$ cat src/pkg/devcmd_pkg.sv
`default_nettype none
package devcmd_pkg;
   // ----------------------------------------
   // Register map
   // ----------------------------------------
   localparam logic [7:0] CMD_CTRL_OFFSET = 8'hEA;
   localparam logic [31:0] CMD_CTRL_RESET = 32'h0000_0000;
   // ----------------------------------------
   // Field positions
   // ----------------------------------------
   localparam int STORE_BIT = 31;
   localparam int LOAD_BIT = 30;
   localparam int FAULT_CLR_BIT = 29;
   localparam int RETRY_CLR_BIT = 28;
   localparam int ANGLE_MSB = 19;
   localparam int ANGLE_LSB = 11;
   localparam int KEEPALIVE_BIT = 10;
   localparam int ANGLE_W = 9;
   localparam logic [ANGLE_W-1:0] ANGLE_WRAP = 9'h168;
   // Writable, readable bits; reserved 27:20 and 9:0 excluded
   localparam logic [31:0] CMD_RD_MASK = 32'hC00F_FC00;
   // Start-up methods; only STARTUP_ALIGN and STARTUP_DOUBLE_ALIGN raise the alignment hold
   typedef enum logic [1:0] {
      STARTUP_ISD_DIRECT = 2'b00,
      STARTUP_ALIGN = 2'b01,
      STARTUP_DOUBLE_ALIGN = 2'b10,
      STARTUP_IPD = 2'b11
   } startup_method_select_t;
endpackage : devcmd_pkg
`default_nettype wire

$ cat src/logic/device_command_register.sv
`timescale 1ns/1ps
`default_nettype none
module device_command_register (
   // Clock, reset, enable
   input wire logic i_ref_clk,
   input wire logic i_rst_b,
   input wire logic i_clk_en,
   // Register access from the serial management interface
   input wire logic i_reg_wr,
   input wire logic i_reg_rd,
   input wire logic [7:0] i_reg_addr,
   input wire logic [31:0] i_reg_wdata,
   output logic [31:0] o_reg_rdata,
   // Non-volatile memory engine
   input wire logic i_nvm_busy,
   output logic o_nvm_store_req,
   output logic o_nvm_load_req,
   // Fault logic
   output logic o_fault_clear,
   output logic o_retry_count_clear,
   output logic o_keepalive_pulse,
   // Alignment control
   input wire logic i_force_align_en,
   input wire devcmd_pkg::startup_method_select_t i_startup_method_select,
   input wire logic i_align_state,
   output logic [8:0] o_align_angle,
   output logic o_align_hold
);
   import devcmd_pkg::*;

   // ----------------------------------------
   // Local constants
   // ----------------------------------------
   // Angle field of the reset word, also the resting value of the angle output
   localparam logic [ANGLE_W-1:0] ANGLE_RESET = CMD_CTRL_RESET[ANGLE_MSB:ANGLE_LSB];

   // ----------------------------------------
   // Register state
   // ----------------------------------------
   // Only the pending bits, the keep-alive bit and the angle are stored;
   // the two clear bits are write-only and leave nothing behind
   logic store_bit;
   logic load_bit;
   logic keepalive_bit;
   logic [ANGLE_W-1:0] pinned_angle;

   // ----------------------------------------
   // Address decode
   // ----------------------------------------
   // A strobe counts only on an enabled edge at our own offset;
   // any other offset belongs to a neighbour and is left alone
   logic hit;
   logic wr_hit;
   logic rd_hit;
   assign hit = (i_reg_addr == CMD_CTRL_OFFSET);
   assign wr_hit = i_clk_en && i_reg_wr && hit;
   assign rd_hit = i_clk_en && i_reg_rd && hit;

   // ----------------------------------------
   // Write data fields
   // ----------------------------------------
   // Named slices of the host word; reserved bits are never looked at
   logic wr_store;
   logic wr_load;
   logic wr_fault_clr;
   logic wr_retry_clr;
   logic wr_keepalive;
   logic [ANGLE_W-1:0] wr_angle;
   assign wr_store = wr_hit && i_reg_wdata[STORE_BIT];
   assign wr_load = wr_hit && i_reg_wdata[LOAD_BIT];
   assign wr_fault_clr = wr_hit && i_reg_wdata[FAULT_CLR_BIT];
   assign wr_retry_clr = wr_hit && i_reg_wdata[RETRY_CLR_BIT];
   assign wr_keepalive = wr_hit && i_reg_wdata[KEEPALIVE_BIT];
   assign wr_angle = i_reg_wdata[ANGLE_MSB:ANGLE_LSB];

   // ----------------------------------------
   // Store and load decisions
   // ----------------------------------------
   // A request goes out only while the engine is idle; a command that
   // arrives while it is busy is not queued, so the host must retry
   logic next_nvm_store_req;
   logic next_nvm_load_req;
   assign next_nvm_store_req = wr_store && !i_nvm_busy;
   // Store outranks load when both bits come in one write
   assign next_nvm_load_req = wr_load && !wr_store && !i_nvm_busy;

   // Pending bits drop once the request is gone and the engine is idle;
   // a new command in the clearing cycle wins over the clear
   logic store_done;
   logic load_done;
   logic next_store_bit;
   logic next_load_bit;
   assign store_done = !i_nvm_busy && !o_nvm_store_req;
   assign load_done = !i_nvm_busy && !o_nvm_load_req;
   assign next_store_bit = wr_store || (store_bit && !store_done);
   assign next_load_bit = wr_load || (load_bit && !load_done);

   // ----------------------------------------
   // Angle and alignment decisions
   // ----------------------------------------
   // The angle register simply follows each write to this offset
   logic [ANGLE_W-1:0] next_pinned_angle;
   assign next_pinned_angle = wr_hit ? wr_angle : pinned_angle;

   // Wrap by one subtraction; a 9-bit value never reaches 720, so a
   // single step is enough and no divider is needed
   logic angle_wraps;
   logic [ANGLE_W-1:0] wrapped_angle;
   assign angle_wraps = (pinned_angle >= ANGLE_WRAP);
   assign wrapped_angle = angle_wraps ? (pinned_angle - ANGLE_WRAP) : pinned_angle;

   // Forced alignment counts only when enabled and the state is entered
   logic align_active;
   logic align_startup;
   assign align_active = i_force_align_en && i_align_state;
   assign align_startup = (i_startup_method_select == STARTUP_ALIGN) ||
      (i_startup_method_select == STARTUP_DOUBLE_ALIGN);

   // Outside forced alignment the angle output rests at zero
   logic [ANGLE_W-1:0] next_align_angle;
   logic next_align_hold;
   assign next_align_angle = align_active ? wrapped_angle : ANGLE_RESET;
   assign next_align_hold = align_active && align_startup;

   // ----------------------------------------
   // Read data
   // ----------------------------------------
   // Reserved and write-only bits are forced to zero by the mask, so a
   // field added later cannot leak out by accident
   logic [31:0] read_word;
   logic [31:0] next_reg_rdata;
   assign read_word = {store_bit, load_bit, 10'h000, pinned_angle, keepalive_bit, 10'h000} &
      CMD_RD_MASK;
   // The read word stands for one cycle; otherwise the bus rests at zero
   assign next_reg_rdata = rd_hit ? read_word : CMD_CTRL_RESET;

   // ----------------------------------------
   // Store and load requests
   // ----------------------------------------
   // Single-cycle requests to the non-volatile memory engine
   always_ff @(posedge i_ref_clk or negedge i_rst_b) begin
      if (!i_rst_b) begin
         o_nvm_store_req <= 1'h0;
         o_nvm_load_req <= 1'h0;
      end else if (i_clk_en) begin
         o_nvm_store_req <= next_nvm_store_req;
         o_nvm_load_req <= next_nvm_load_req;
      end
   end

   // Pending bits, visible to the host until the engine is idle
   always_ff @(posedge i_ref_clk or negedge i_rst_b) begin
      if (!i_rst_b) begin
         store_bit <= CMD_CTRL_RESET[STORE_BIT];
         load_bit <= CMD_CTRL_RESET[LOAD_BIT];
      end else if (i_clk_en) begin
         store_bit <= next_store_bit;
         load_bit <= next_load_bit;
      end
   end

   // ----------------------------------------
   // Fault clears
   // ----------------------------------------
   // Clears are one-cycle pulses; the fault logic acts on the pulse itself
   always_ff @(posedge i_ref_clk or negedge i_rst_b) begin
      if (!i_rst_b) begin
         o_fault_clear <= 1'h0;
         o_retry_count_clear <= 1'h0;
      end else if (i_clk_en) begin
         o_fault_clear <= wr_fault_clr;
         o_retry_count_clear <= wr_retry_clr;
      end
   end

   // ----------------------------------------
   // Keep-alive strobe
   // ----------------------------------------
   // Period checking lives in the external watchdog; this block only
   // passes each host strobe on
   always_ff @(posedge i_ref_clk or negedge i_rst_b) begin
      if (!i_rst_b) begin
         o_keepalive_pulse <= 1'h0;
      end else if (i_clk_en) begin
         o_keepalive_pulse <= wr_keepalive;
      end
   end

   // Self-clear one cycle after the strobe; a strobe in that cycle
   // sets the bit again, so no host write is ever lost
   always_ff @(posedge i_ref_clk or negedge i_rst_b) begin
      if (!i_rst_b) begin
         keepalive_bit <= CMD_CTRL_RESET[KEEPALIVE_BIT];
      end else if (i_clk_en) begin
         keepalive_bit <= wr_keepalive;
      end
   end

   // ----------------------------------------
   // Pinned alignment angle
   // ----------------------------------------
   // Stored as written; the wrap is applied on the way out
   always_ff @(posedge i_ref_clk or negedge i_rst_b) begin
      if (!i_rst_b) begin
         pinned_angle <= ANGLE_RESET;
      end else if (i_clk_en) begin
         pinned_angle <= next_pinned_angle;
      end
   end

   // ----------------------------------------
   // Alignment outputs
   // ----------------------------------------
   // One cycle behind the alignment inputs, like every other output
   always_ff @(posedge i_ref_clk or negedge i_rst_b) begin
      if (!i_rst_b) begin
         o_align_angle <= ANGLE_RESET;
         o_align_hold <= 1'h0;
      end else if (i_clk_en) begin
         o_align_angle <= next_align_angle;
         o_align_hold <= next_align_hold;
      end
   end

   // ----------------------------------------
   // Read data register
   // ----------------------------------------
   // Registered so the read word comes straight from a flip-flop
   always_ff @(posedge i_ref_clk or negedge i_rst_b) begin
      if (!i_rst_b) begin
         o_reg_rdata <= CMD_CTRL_RESET;
      end else if (i_clk_en) begin
         o_reg_rdata <= next_reg_rdata;
      end
   end
endmodule : device_command_register
`default_nettype wire

$ cat config.mk
export PLATFORM = sky130hd
export DESIGN_NAME = device_command_register
export DESIGN_NICKNAME = d
export VERILOG_FILES = /design/src/pkg/devcmd_pkg.sv /design/src/logic/device_command_register.sv
export SDC_FILE = /design/constraint.sdc
export NUM_CORES = 1
export LEC_CHECK = 0
export BUFFER_PORTS_ARGS = -buffer_cell sky130_fd_sc_hd__buf_2
export CAP_MARGIN = 20
export CORE_MARGIN = 5
export CORE_UTILIZATION = 48
export DETAILED_ROUTE_END_ITERATION = 10
export HOLD_SLACK_MARGIN = 0.02
export PLACE_DENSITY = 0.85
export RECOVER_POWER = 25
export SLEW_MARGIN = 20
export SYNTH_ARGS = -nofsm -noshare
export SYNTH_HDL_FRONTEND = slang
export SYNTH_SLANG_ARGS = --single-unit
$ cat constraint.sdc
create_clock -name i_ref_clk -period 3.8 [get_ports i_ref_clk]
set_input_delay 0.57 -clock i_ref_clk [delete_from_list [all_inputs] [get_ports i_ref_clk]]
set_output_delay 0.57 -clock i_ref_clk [all_outputs]
set_load 0.05 [all_outputs]
==> key figures <==
STA
  – Max-slew violations: 39
  – Final min period: 1.98 ns
  – Slew headroom: -27.8%
  – Worst Tran Pin Value: 1.92 ns
  – Achievable clock frequency: 0.505 GHz
  – Clock Skews: 0.00790 ns
  – Setup_tns: 0 ns
  – Endpoints failing setup: 0
  – Fin crit share: 52.1%
  – Final hold viol count: 0
  – RSZ-0062 raised after global routing: false
  – WHS: 0.475 ns

Worst setup path
  – Critical path, cell by cell: inv_1 > ha_1 > and3b_1 > a311oi_2 > mux2i_1 > a211o_1
  – Crit path capture: o_align_angle[3]
  – Crit path max fanout: 8
  – CP endpoint kind: flop
  – FF-to-FF path depth: 6
  – Max incr delay on CP: 0.47 ns
  – Type of origin of the critical path: flop
  – Worst R2R End: o_align_angle[3]
  – Slowest cell on crit path: dfrtp_1
  – Setup Crit Path Kind: reg -> reg
  – R2R Setup Slk: 1.82 ns
  – CP arrival: 2.15 ns
  – CP required: 3.97 ns
  – R2r startpoint: pinned_angle[3]
  – CP startpoint: pinned_angle[3]

Pwr
  – Switching power: 0.221 mW
  – Sequential power share: 49.0%
  – Max IR drop VDD: 0.298 mV
  – Leakage power: 1.19 nW
  – Clock share of power: 39.6%
  – Switch share: 26.2%
  – P_int: 0.624 mW
  – Logic pwr share: 11.4%
  – Cell Pwr Density: 388 mW/mm^2

Yosys
  – Asr flop ratio synth: 100%
  – Post-synthesis sequential area ratio: 51.7%
  – Post-synthesis compound-gate area fraction: 18.8%
  – Mapped Area: 0.00184 sq mm
  – EDFF count, synth: 0
  – Seq cells post-synth: 38
  – Yosys top cell area share: 51.7%
  – Leading area contributor after synthesis: dfrtp_1
  – Post-synthesis adder-cell area fraction: 0.680%
  – Simple-Gate Fraction of Synth Area: 9.52%
  – Count leader, synth: dfrtp_1
  – Area contributors post-synth: dfrtp_1 (52%), a22o_1 (9.5%), buf_4 (8.6%)
  – Mapped Cells: 163
  – Avg Inst Size Synth: 11.3 sq um
  – Yosys cell types: 41
  – Post-Synth XOR/XNOR Area: 0.476%
  – Post-synth top cells: dfrtp_1 (38), buf_4 (21), a22o_1 (20), inv_1 (9), mux2_2 (9)
  – Mux cell area share after synthesis: 6.05%
  – Largest family of logic cells by synthesized area: compound AO/OA/AOI/OAI gates
  – Top_reg_cell synth: dfrtp_1
  – Synth Warn #: 0

Clock network
  – Postcts setup bufs: 0
  – Clk_lat worst skew: 0.28 ns
  – Clock root cell: clkbuf_8
  – CTS resizes: 0
  – Clk buf depth: 2
  – Hold_buf cts: 0
  – CTS Sinks: 38
  – H-tree depth: 2
  – Num CTS Buffers: 5
  – Clk slew on worst S/H paths: 0.07 ns
  – CTS tree: done

Finish
  – Area Growth Syn to Fin: 18.6%
  – N_diodes: 0
  – Final nets: 270
  – Filler cells: 338
  – Area occupied by multi-input gates: 729 sq um
  – Register Area: 951 sq um
  – Cell area after layout: 0.00218 sq mm
  – Layout cells sized above 1: 37.3%

Drt
  – Final ANT Viol Nets: 0
  – DR DRC count: 0
  – Pre-antenna DRT Iters: 4
  – Final WL: 3850 um
  – Via count: 1357
  – Wire length per cell: 14.4 um
  – Vias per cell: 5.06
  – Initial DRC Count: 58

Global routing
  – GRT Residual Overflow: 0
  – GRT Resource Usage Total: 15.1%
  – Vias in the first global route: 1280
  – Pin count of the biggest net entering global routing: 39
  – Initial antenna violation count: 0
  – Global-route wire length before repair: 6170 um

Floorplanning
  – Die area: 0.00517 sq mm
  – Die width: 71.9 um
  – FP Rows: 22
  – Die Y: 71.9 um
  – I/O pin count: 97
  – Initial core utilization: 49.9%
  – Core area: 0.00369 sq mm

Run status
  – Violated checks: max-capacitance violations, max-slew violations
  – Status: finished with violations

Hold path
  – Hold/Removal Path Class: reg -> reg

Placed design
  – Dpl hpwl: 2870 um
  – Placed Area: 0.00207 sq mm
  – Final GP Congestion: 0.896
  – IO buf count: 58

Run
  – Max cap viols: 1
==> cells by family after synthesis <==
kind of cell / Yosys count
compound gates: 44
xor+xnor: 1
fa+ha+maj: 1
buf+inv: 38
flops: 38
mux: 10
other cells: 1
simple gates: 30
==> final cells by class <==
cell class	count	area share (%)
sequential	38	43.6
multi-input combinational	106	33.4
timing repair buffer	58	13.3
tap	48	2.75
inverter	10	1.72
clock inverter	3	2.07
clock buffer	5	3.16
==> how the worst min path moves through the flow <==
stage,from,end,slack [ns],cells past startpoint
2_1_floorplan,i_rst_b,load_bit,0.27,0
3_3_place_gp,o_align_angle[7],o_align_angle[7],0.46,1
3_5_place_dp,o_align_angle[7],o_align_angle[7],0.46,1
4_1_cts,i_rst_b,o_reg_rdata[30],0.40,1
5_1_grt,i_reg_wdata[10],o_keepalive_pulse,0.50,2
6_report,o_align_angle[7],o_align_angle[7],0.48,1
==> cells in the final DEF, fill, tap and decap left out, types with 2 or more instances in the layout <==
cell type	instances
buf_2	57
dfrtp_1	38
a22o_1	20
conb_1	20
inv_1	9
mux2_2	9
nor2_1	7
o21ai_0	7
clkbuf_8	5
a21oi_1	4
nand2_1	3
nor2b_1	3
nand3_1	2
nor3_1	2
nand4_1	2
a31oi_1	2
o2111ai_1	2
nand2b_1	2
a31o_2	2
clkinvlp_4	2
==> sequential cells by signal, summed over array words and instances, names as in the netlist <==
name	cells
o_retry_count_clear	1
o_nvm_load_req	1
o_align_hold	1
o_nvm_store_req	1
pinned_angle	9
o_fault_clear	1
store_bit	1
o_keepalive_pulse	1
load_bit	1
o_align_angle	9
o_reg_rdata	12
==> power groups by stage <==
stage / Sequential, mW / Clock (mW) / Combinational, mW
2_1_floorplan: 0.425 / 0 / 0.0797
3_3_place_gp: 0.422 / 0 / 0.0950
3_5_place_dp: 0.422 / 0 / 0.0964
4_1_cts: 0.414 / 0.340 / 0.0966
5_1_grt: 0.415 / 0.362 / 0.104
6_report: 0.415 / 0.335 / 0.0961
==> layer usage <==
metal | track usage, % | up-vias | share of wire (%)
met5 | 0 | - | 0
met4 | 3.76 | 0 | 0.52
met3 | 4.43 | 2 | 7.6
met2 | 25.9 | 45 | 50
met1 | 18.8 | 649 | 42
li1 | - | 661 | -
==> metrics by stage <==
| stage | std cells | power [mW] | worst slack [ns] | utilization, % |
|---|---|---|---|---|
| finish | 268 | 0.846 | 1.82 | 59.1 |
| global route | 268 | 0.882 | 1.37 | 59.1 |
| CTS | 268 | 0.851 | 1.83 | 59.2 |
| detailed placement | 260 | 0.519 | 1.66 | 56.1 |
| global placement | 260 | 0.517 | 1.69 | 56.1 |
| floorplan | 182 | 0.505 | 2.08 | - |
==> critical path, delay by kind of cell, from the launching register on <==
family                   cells  cell delay (ns)
multiplexers                 1             0.15
flip-flops                   1             0.47
AO/OA/AOI/OAI                2             0.60
buffers and inverters        1             0.14
AND/OR/NAND/NOR              1             0.22
adder cells (fa/ha/maj)      1             0.27
Power figures use the tool's default switching activity.
